[src/ipr_pkg.sv]
// Constants, types and register map for the interrupt priority register bank.
// Assumes a classic Wishbone master with 32-bit data on the same clock.
//
// How it works
// - External interrupt 1 priority at bits 2:0
// - External interrupt 2 priority at bits 6:4
// - Special event match priority at bits 6:4
// - Serial error priority at bits 6:4
// - PWM gen2 at 14:12, gen1 at 10:8
// - PWM gen4 at 6:4, gen3 at 2:0
// - Comparator 2 at 14:12, rest unimplemented
// - Comparator 4 at 6:4, comparator 3 at 2:0
// - Field value 111 means level 7
// - Values 001 to 111 map to equal level
// - Field value 000 disables the source
// - Unimplemented bits read as zero
// - Reset loads 100, level 4, into fields
package ipr_pkg;

   // ---------------------------------------------------------------
   // Bus geometry
   // ---------------------------------------------------------------
   localparam int ADDR_W = 5;             // Byte address width, eight words
   localparam int REG_W  = 16;            // Implemented register width
   localparam int NREG   = 8;             // Number of registers
   localparam int NSRC   = 11;            // Number of priority fields

   // ---------------------------------------------------------------
   // Register byte offsets
   // ---------------------------------------------------------------
   localparam logic [4:0] OFF_EXT_IRQ1   = 5'h00;
   localparam logic [4:0] OFF_EXT_IRQ2   = 5'h04;
   localparam logic [4:0] OFF_SPECIAL    = 5'h08;
   localparam logic [4:0] OFF_SERIAL_ERR = 5'h0c;
   localparam logic [4:0] OFF_PWM_GEN12  = 5'h10;
   localparam logic [4:0] OFF_PWM_GEN34  = 5'h14;
   localparam logic [4:0] OFF_CMP2       = 5'h18;
   localparam logic [4:0] OFF_CMP34      = 5'h1c;

   // ---------------------------------------------------------------
   // Writable masks per register index, implemented bits only
   // ---------------------------------------------------------------
   localparam logic [15:0] MASK_LO  = 16'h0007;  // Field at 2:0
   localparam logic [15:0] MASK_MID = 16'h0070;  // Field at 6:4
   localparam logic [15:0] MASK_HI  = 16'h7700;  // Fields at 14:12 and 10:8
   localparam logic [15:0] MASK_BT  = 16'h0077;  // Fields at 6:4 and 2:0
   localparam logic [15:0] MASK_TOP = 16'h7000;  // Field at 14:12

   // Every field resets to 100, level 4
   localparam logic [2:0]  PRIO_RST = 3'h4;
   localparam logic [15:0] RST_ALL  = 16'h4444;  // Masked per register
   localparam logic [2:0]  PRIO_OFF = 3'h0;

   // Field low-bit positions
   localparam int POS_LO  = 0;
   localparam int POS_MID = 4;
   localparam int POS_B8  = 8;
   localparam int POS_B12 = 12;

   // Per-source priority and enable, as decoded by ipr_field
   typedef struct packed {
      logic [2:0] level;   // 0..7, 7 highest, 0 when the field is 000
      logic       enabled; // Low when field is 000
   } ipr_prio_t;

   // Bus request bundle
   typedef struct packed {
      logic              cyc;
      logic              stb;
      logic              we;
      logic [3:0]        sel;
      logic [ADDR_W-1:0] adr;
      logic [31:0]       dat;
   } ipr_wb_req_t;

endpackage

[src/ipr_field.sv]
// One priority field decoder: level and enable from a 3-bit field.
// Assumes the field comes from next-state logic feeding a register on the same clock.
`timescale 1ns/10ps
module ipr_field
   import ipr_pkg::*;
(
   // Field in
   input  wire logic [2:0] field,
   // Decoded priority
   output ipr_prio_t       prio
);

   // ---------------------------------------------------------------
   // Decode
   // ---------------------------------------------------------------
   // The code is the level itself; zero means no request ever
   assign prio.level   = field;
   assign prio.enabled = (field != PRIO_OFF);

endmodule

[src/ipr_regs.sv]
// Interrupt priority register bank with a classic Wishbone slave.
// Assumes one clock, a synchronous active-low reset and a 32-bit bus.
//
// The register offsets and the Wishbone register port were left to the implementer.
`timescale 1ns/10ps
module ipr_regs
   import ipr_pkg::*;
(
   // Clock and reset
   input  wire logic              mclk,
   input  wire logic              rstn,
   // Wishbone slave
   input  wire logic              wb_cyc_i,
   input  wire logic              wb_stb_i,
   input  wire logic              wb_we_i,
   input  wire logic [3:0]        wb_sel_i,
   input  wire logic [ADDR_W-1:0] wb_adr_i,
   input  wire logic [31:0]       wb_dat_i,
   output logic      [31:0]       wb_dat_o,
   output logic                   wb_ack_o,
   output logic                   wb_err_o,
   // Decoded priorities, registered
   output logic      [2:0]        ext_irq1_prio,
   output logic      [2:0]        ext_irq2_prio,
   output logic      [2:0]        special_event_prio,
   output logic      [2:0]        serial_err_prio,
   output logic      [2:0]        pwm_gen1_prio,
   output logic      [2:0]        pwm_gen2_prio,
   output logic      [2:0]        pwm_gen3_prio,
   output logic      [2:0]        pwm_gen4_prio,
   output logic      [2:0]        comparator2_prio,
   output logic      [2:0]        comparator3_prio,
   output logic      [2:0]        comparator4_prio,
   // Per-source enable, low when the field is 000
   output logic      [NSRC-1:0]   src_enable
);

   // ---------------------------------------------------------------
   // Helper functions
   // ---------------------------------------------------------------
   // Writable mask for a register index; unmapped gives zero
   function automatic logic [15:0] reg_mask(input logic [2:0] idx);
      logic [15:0] m;
      m = 16'h0000;
      unique case (idx)
         3'h0: m = MASK_LO;
         3'h1: m = MASK_MID;
         3'h2: m = MASK_MID;
         3'h3: m = MASK_MID;
         3'h4: m = MASK_HI;
         3'h5: m = MASK_BT;
         3'h6: m = MASK_TOP;
         3'h7: m = MASK_BT;
      endcase
      return m;
   endfunction

   // Pick the 3-bit field whose low bit is at pos
   function automatic logic [2:0] fld(input logic [15:0] r, input int pos);
      return r[pos +: 3];
   endfunction

   // ---------------------------------------------------------------
   // Storage and bus decode
   // ---------------------------------------------------------------
   logic [15:0]      regs_reg [NREG];  // Register bank, by index
   logic [15:0]      regs_next [NREG]; // Next value per register
   logic             ack_reg;          // Acknowledge flop
   logic             err_reg;          // Error flop
   logic [31:0]      rdat_reg;         // Read data flop
   ipr_wb_req_t      req;              // Bundled request
   logic             req_new;          // Valid request not yet answered
   logic             addr_ok;          // Word aligned and in range
   logic [2:0]       idx;              // Register index
   logic [15:0]      lane_mask;        // Byte enables as a bit mask
   logic [31:0]      rdat_next;        // Read data selected

   assign req       = '{cyc: wb_cyc_i, stb: wb_stb_i, we: wb_we_i, sel: wb_sel_i,
                        adr: wb_adr_i, dat: wb_dat_i};
   // Answer once per request; ack drops the cycle after
   assign req_new   = req.cyc && req.stb && !ack_reg && !err_reg;
   // Low two bits must be zero; all eight words are mapped
   assign addr_ok   = (req.adr[1:0] == 2'h0);
   assign idx       = req.adr[4:2];
   assign lane_mask = {{8{req.sel[1]}}, {8{req.sel[0]}}};
   // Unimplemented bits read as zero because they are never stored
   assign rdat_next = {16'h0000, regs_reg[idx] & reg_mask(idx)};

   // ---------------------------------------------------------------
   // Next-state per register
   // ---------------------------------------------------------------
   // Only implemented bits in enabled lanes take write data
   genvar g;
   generate
      for (g = 0; g < NREG; g++) begin : g_next
         logic [15:0] wmask;
         assign wmask = reg_mask(3'(g)) & lane_mask;
         assign regs_next[g] = (req_new && addr_ok && req.we && idx == 3'(g))
                               ? ((regs_reg[g] & ~wmask) | (req.dat[15:0] & wmask))
                               : regs_reg[g];
      end
   endgenerate

   // ---------------------------------------------------------------
   // Register bank
   // ---------------------------------------------------------------
   // Every field comes out of reset at level 4
   generate
      for (g = 0; g < NREG; g++) begin : g_reg
         always_ff @(posedge mclk) begin
            if (!rstn) begin
               regs_reg[g] <= RST_ALL & reg_mask(3'(g));
            end else begin
               regs_reg[g] <= regs_next[g];
            end
         end
      end
   endgenerate

   // ---------------------------------------------------------------
   // Bus answer
   // ---------------------------------------------------------------
   // One cycle latency: a request seen at edge N is answered at N+1
   always_ff @(posedge mclk) begin
      if (!rstn) begin
         ack_reg  <= 1'b0;
         err_reg  <= 1'b0;
         rdat_reg <= 32'h0000_0000;
      end else begin
         ack_reg  <= req_new && addr_ok;
         err_reg  <= req_new && !addr_ok;
         // Read data is held zero outside a read answer
         rdat_reg <= (req_new && addr_ok && !req.we) ? rdat_next : 32'h0000_0000;
      end
   end

   assign wb_ack_o = ack_reg;
   assign wb_err_o = err_reg;
   assign wb_dat_o = rdat_reg;

   // ---------------------------------------------------------------
   // Priority outputs
   // ---------------------------------------------------------------
   // Fields are read straight from the register flops
   assign ext_irq1_prio      = fld(regs_reg[0], POS_LO);
   assign ext_irq2_prio      = fld(regs_reg[1], POS_MID);
   assign special_event_prio = fld(regs_reg[2], POS_MID);
   assign serial_err_prio    = fld(regs_reg[3], POS_MID);
   assign pwm_gen2_prio      = fld(regs_reg[4], POS_B12);
   assign pwm_gen1_prio      = fld(regs_reg[4], POS_B8);
   assign pwm_gen4_prio      = fld(regs_reg[5], POS_MID);
   assign pwm_gen3_prio      = fld(regs_reg[5], POS_LO);
   assign comparator2_prio   = fld(regs_reg[6], POS_B12);
   assign comparator4_prio   = fld(regs_reg[7], POS_MID);
   assign comparator3_prio   = fld(regs_reg[7], POS_LO);

   // ---------------------------------------------------------------
   // Source enables
   // ---------------------------------------------------------------
   // Decoded from the next field values and registered, so each enable
   // moves on the same edge as its field and leaves a flop, glitch-free
   logic [2:0]      all_prio [NSRC];  // Next field value per source
   ipr_prio_t       dec [NSRC];       // Decoded next priority per source
   logic [NSRC-1:0] enable_next;      // Next enable per source
   logic [NSRC-1:0] enable_reg;       // Enable flops
   assign all_prio[0]  = fld(regs_next[0], POS_LO);
   assign all_prio[1]  = fld(regs_next[1], POS_MID);
   assign all_prio[2]  = fld(regs_next[2], POS_MID);
   assign all_prio[3]  = fld(regs_next[3], POS_MID);
   assign all_prio[4]  = fld(regs_next[4], POS_B8);
   assign all_prio[5]  = fld(regs_next[4], POS_B12);
   assign all_prio[6]  = fld(regs_next[5], POS_LO);
   assign all_prio[7]  = fld(regs_next[5], POS_MID);
   assign all_prio[8]  = fld(regs_next[6], POS_B12);
   assign all_prio[9]  = fld(regs_next[7], POS_LO);
   assign all_prio[10] = fld(regs_next[7], POS_MID);
   generate
      for (g = 0; g < NSRC; g++) begin : g_dec
         ipr_field u_field (
            .field (all_prio[g]),
            .prio  (dec[g])
         );
         assign enable_next[g] = dec[g].enabled;
      end
   endgenerate

   // Every field leaves reset at a non-zero level, so every source is enabled
   always_ff @(posedge mclk) begin
      if (!rstn) begin
         enable_reg <= {NSRC{PRIO_RST != PRIO_OFF}};
      end else begin
         enable_reg <= enable_next;
      end
   end

   assign src_enable = enable_reg;

endmodule

[config.mk]
export PLATFORM = sky130hd
export DESIGN_NAME = ipr_regs
export DESIGN_NICKNAME = d
export VERILOG_FILES = /design/src/ipr_pkg.sv /design/src/ipr_field.sv /design/src/ipr_regs.sv
export SDC_FILE = /design/constraint.sdc
export NUM_CORES = 1
export LEC_CHECK = 0
export ABC_AREA = 0
export CAP_MARGIN = 20
export CORE_UTILIZATION = 40
export DETAILED_ROUTE_END_ITERATION = 7
export DONT_BUFFER_PORTS = 1
export SLEW_MARGIN = 20
export SYNTH_ARGS = -nofsm -noshare
export SYNTH_HDL_FRONTEND = slang
export SYNTH_SLANG_ARGS = --single-unit
[constraint.sdc]
create_clock -name mclk -period 5.15 [get_ports mclk]
set_clock_uncertainty 0.1 [all_clocks]
set_input_delay 0.2575 -clock mclk [delete_from_list [all_inputs] [get_ports mclk]]
set_output_delay 0.2575 -clock mclk [all_outputs]
set_load 0.1 [all_outputs]
==> Implementation_results.wiki <==
{| class="wikitable"
! Metric !! Value
|-
| Via density per instance || 5.33
|-
| Number of levels the H-tree was split into || 3
|-
| Leading register cell type out of synthesis || sky130_fd_sc_hd__dfxtp_1
|-
| WHS Endpoint || regs_reg[6][14]$_SDFF_PN1_
|-
| IO Port Bufs || 0
|-
| Max-slew violation count || 0
|-
| Violated checks || design-rule violations
|-
| Register-to-register setup slack || approximately 2.8 ns
|-
| Growth of design area from synthesis to finish || 8.12%
|-
| Unique masters post-synth || 35
|-
| Total Negative Setup Slacks || 0 ns
|-
| Minimum setup slack in the final design || 2.76 ns
|-
| Via count of the first global-routing pass || 1817
|-
| Hold/Removal Path Class || input port to flip-flop
|-
| Clock-pin slew on the worst setup and hold paths || about 0.060 ns
|-
| Mean Syn Cell Area || 10.1 µm²
|-
| Async set-reset flop share out of synthesis || 0%
|-
| Placed wire-length estimate || just over 4000 µm
|-
| Result of the run || finished with violations
|-
| Crit path max fanout || 8
|-
| Number of ports placed on the die boundary || 124
|-
| Clock Sink Count || 58
|-
| Yosys top cell area share || 43.3%
|-
| Top cells by area in the synthesized netlist || sky130_fd_sc_hd__dfxtp_1, sky130_fd_sc_hd__mux2i_1, sky130_fd_sc_hd__buf_4, sky130_fd_sc_hd__nand2_1, sky130_fd_sc_hd__nor3b_1
|-
| Launch point of the worst hold path || wb_dat_i[14]
|-
| Standby leakage power || 0.00125 µW
|-
| Period minus WS final || between 2 and 2.5 ns
|-
| Total of endpoints with negative setup slack in the final report || 0
|-
| Flip-flop count of the largest register after layout || 33
|-
| Crit Reg-Reg Startpoint || wb_ack_o$_SDFF_PN0_
|-
| Initial DRC count || 88
|-
| Overall die width || ~84 µm
|-
| Yosys synthesis warning count || 0
|-
| First-pass GRT wire length || roughly 9600 µm
|-
| Fraction of final layout cells with drive strength greater than 1 || a little under a tenth
|-
| Critical path data arrival time || 2.47 ns
|-
| Post-synth EDFFs || 0
|-
| Max Fclk || 418 MHz
|-
| Antenna diode count || 0
|-
| Insertion delay of the later-clocked pin in the worst-skew pair || 0.32 ns
|-
| Kind of end point of the critical path || flip-flop
|-
| Detail Route Antenna Nets || 0
|-
| Die H || 83.9 µm
|-
| Power density over the cells || 322 nW/µm²
|-
| Number of fill cells || 610
|-
| Pin slew with the least headroom to its limit || 1.06 ns
|-
| Hold path cells || 2
|-
| Post-layout nets || 316
|-
| GRT Overall Usage || 17.8%
|-
| Maximum buffer depth of the clock tree || 2
|-
| Total number of vias || 1876
|-
| Area of the die || roughly 7000 µm²
|-
| Worst VDD drop || 0.119 mV
|-
| Slew headroom || between 20 and 30%
|-
| Synthesized netlist cell count || 266
|-
| Routability cong. || about 0.76
|-
| Setup repair after global routing missed its margin || no
|-
| Register area share after synthesis || between 40% and 50%
|-
| Largest net degree at the start of global routing || 30
|-
| Core region area || 6420 µm²
|-
| Congestion Overflow GR || 0
|-
| Largest area contributor in the synthesized netlist || sky130_fd_sc_hd__dfxtp_1
|-
| Detailed Route WL || 6070 µm
|-
| Max-cap violations || 0
|-
| 1st-pass router iterations || 7
|-
| Count of standard-cell rows || 29
|-
| Wire length per cell after detailed routing || 17.2 µm
|-
| Effective utilization at floorplan || 41.7%
|-
| Post-place setup slack || 2.74 ns
|-
| Hold Fails Final Rpt || 0
|-
| CTS Buf Count || 9
|-
| Element type at the critical path start || flip-flop
|-
| Final routed DRC violation total || 12
|-
| Buffer type at the clock tree root || sky130_fd_sc_hd__clkbuf_8
|-
| Critical path class || flip-flop to flip-flop
|-
| End of the worst register-to-register path || src_enable[10]$_SDFF_PN1_
|-
| Period utilisation layout || around 46%
|-
| FF+latch count, synth || 58
|-
| Initial antenna violation count || 0
|-
| Post-Syn Area || 2680 µm²
|-
| Length in cells of the worst reg-to-reg path || 3
|-
| CTS tree || built
|-
| Required time at the worst-slack endpoint || 5.23 ns
|}
how the worst max path moves through the flow:
| stage | depth (start not counted) | startpoint | endpoint |
|---|---|---|---|
| after floorplan | 4 | wb_ack_o$_SDFF_PN0_ | src_enable[10]$_SDFF_PN1_ |
| after global placement | 3 | wb_ack_o$_SDFF_PN0_ | src_enable[10]$_SDFF_PN1_ |
| after detailed placement | 3 | wb_ack_o$_SDFF_PN0_ | src_enable[10]$_SDFF_PN1_ |
| after CTS | 3 | wb_ack_o$_SDFF_PN0_ | src_enable[10]$_SDFF_PN1_ |
| after global routing | 3 | wb_ack_o$_SDFF_PN0_ | src_enable[10]$_SDFF_PN1_ |
| final | 3 | wb_ack_o$_SDFF_PN0_ | src_enable[10]$_SDFF_PN1_ |
metrics by stage:
stage          cells  hold WS (ns)  utilization [%]  cell area, µm²  power [µW]
2_1_floorplan    285         0.296                -            2750         576
3_3_place_gp     327         0.241             41.0            2630         556
3_5_place_dp     327         0.248             41.0            2630         556
4_1_cts          352       0.00497             45.2            2900         948
5_1_grt          352        0.0122             45.1            2900         972
6_report         352        0.0256             45.1            2900         934
Yosys cell counts, types with 3 or more instances:
library cell	number
sky130_fd_sc_hd__a21oi_1	4
sky130_fd_sc_hd__a2bb2oi_1	3
sky130_fd_sc_hd__and2_1	3
sky130_fd_sc_hd__and3_1	3
sky130_fd_sc_hd__and4b_1	3
sky130_fd_sc_hd__buf_2	6
sky130_fd_sc_hd__buf_4	20
sky130_fd_sc_hd__clkbuf_1	9
sky130_fd_sc_hd__dfxtp_1	58
sky130_fd_sc_hd__mux2_2	5
sky130_fd_sc_hd__mux2i_1	50
sky130_fd_sc_hd__nand2_1	32
sky130_fd_sc_hd__nand4_1	4
sky130_fd_sc_hd__nand4b_1	3
sky130_fd_sc_hd__nor2_1	8
sky130_fd_sc_hd__nor2b_1	13
sky130_fd_sc_hd__nor3_1	4
sky130_fd_sc_hd__nor3b_1	13
sky130_fd_sc_hd__or4_1	4
metal layers:
metal / GRT usage [%] / part of all wire, % / up-vias / wire, µm
met2: 27.5 / 47 / 71 / 2850
met5: 0 / 0 / - / 0
met4: 7.05 / 0.74 / 0 / 45
met3: 7.91 / 8.1 / 4 / 491
met1: 21.8 / 44 / 878 / 2680
li1: - / - / 923 / -
area by class of cell:
type                            instances  area, µm²  share of cell area, %
Clock inverter                          2       10.0                  0.345
Sequential cell                        58       1160                   40.1
Timing Repair Buffer                   10       92.6                   3.19
Tap cell                               77       96.3                   3.32
Multi-Input combinational cell        190       1360                   47.0
Inverter                                1       3.75                  0.129
Clock buffer                           14        173                   5.96
timing repair:
action | 4_1_cts | 5_1_grt
setup buffers | 0 | 0
gates resized for setup | 0 | 0
endpoints found under the hold margin | 30 | 0
hold buffers | 9 | 0
critical path: stages, from the launching register on:
cell and delay (ns):
sky130_fd_sc_hd__dfxtp_1 0.65, sky130_fd_sc_hd__nand4bb_4 0.49, sky130_fd_sc_hd__or4_1 0.81, sky130_fd_sc_hd__mux2i_1 0.20
power breakdown:
part	internal [µW]	switching [µW]
Clock	213	164
Sequential	450	7.79
Combinational	17.8	81.9
Total	680	254
kinds of logic (layout without fill, tap and decap cells):
group | after synthesis | after routing | share of synthesized area [%]
and+or+nand+nor | 103 | 103 | 24.1
DFF | 58 | 58 | 43.3
muxes | 55 | 55 | 20.8
buffers and inverters | 37 | 27 | 8.54
AOI/OAI and AO/OA | 12 | 12 | 3.13
other | 1 | 20 | 0.140
placed cells by master (no fill, tap or decap), types with 2 or more instances in the layout:
| cell | count |
|---|---|
| sky130_fd_sc_hd__dfxtp_1 | 58 |
| sky130_fd_sc_hd__mux2i_1 | 50 |
| sky130_fd_sc_hd__nand2_1 | 32 |
| sky130_fd_sc_hd__conb_1 | 20 |
| sky130_fd_sc_hd__nor2b_1 | 13 |
| sky130_fd_sc_hd__nor3b_1 | 13 |
| sky130_fd_sc_hd__clkbuf_8 | 12 |
| sky130_fd_sc_hd__nor2_1 | 8 |
| sky130_fd_sc_hd__dlygate4sd3_1 | 8 |
| sky130_fd_sc_hd__mux2_2 | 5 |
| sky130_fd_sc_hd__nand4_1 | 4 |
| sky130_fd_sc_hd__or4_1 | 4 |
| sky130_fd_sc_hd__nor3_1 | 4 |
| sky130_fd_sc_hd__a21oi_1 | 4 |
| sky130_fd_sc_hd__and4b_1 | 3 |
| sky130_fd_sc_hd__nand4b_1 | 3 |
| sky130_fd_sc_hd__and3_1 | 3 |
| sky130_fd_sc_hd__and2_1 | 3 |
| sky130_fd_sc_hd__a2bb2oi_1 | 3 |
| sky130_fd_sc_hd__nor4bb_1 | 2 |
| sky130_fd_sc_hd__nor4_4 | 2 |
| sky130_fd_sc_hd__nand3_1 | 2 |
| sky130_fd_sc_hd__nor4b_1 | 2 |
| sky130_fd_sc_hd__a221oi_1 | 2 |
| sky130_fd_sc_hd__clkbuf_1 | 2 |
| sky130_fd_sc_hd__clkinv_2 | 2 |
Note: power is estimated with default switching activity, not from simulation.
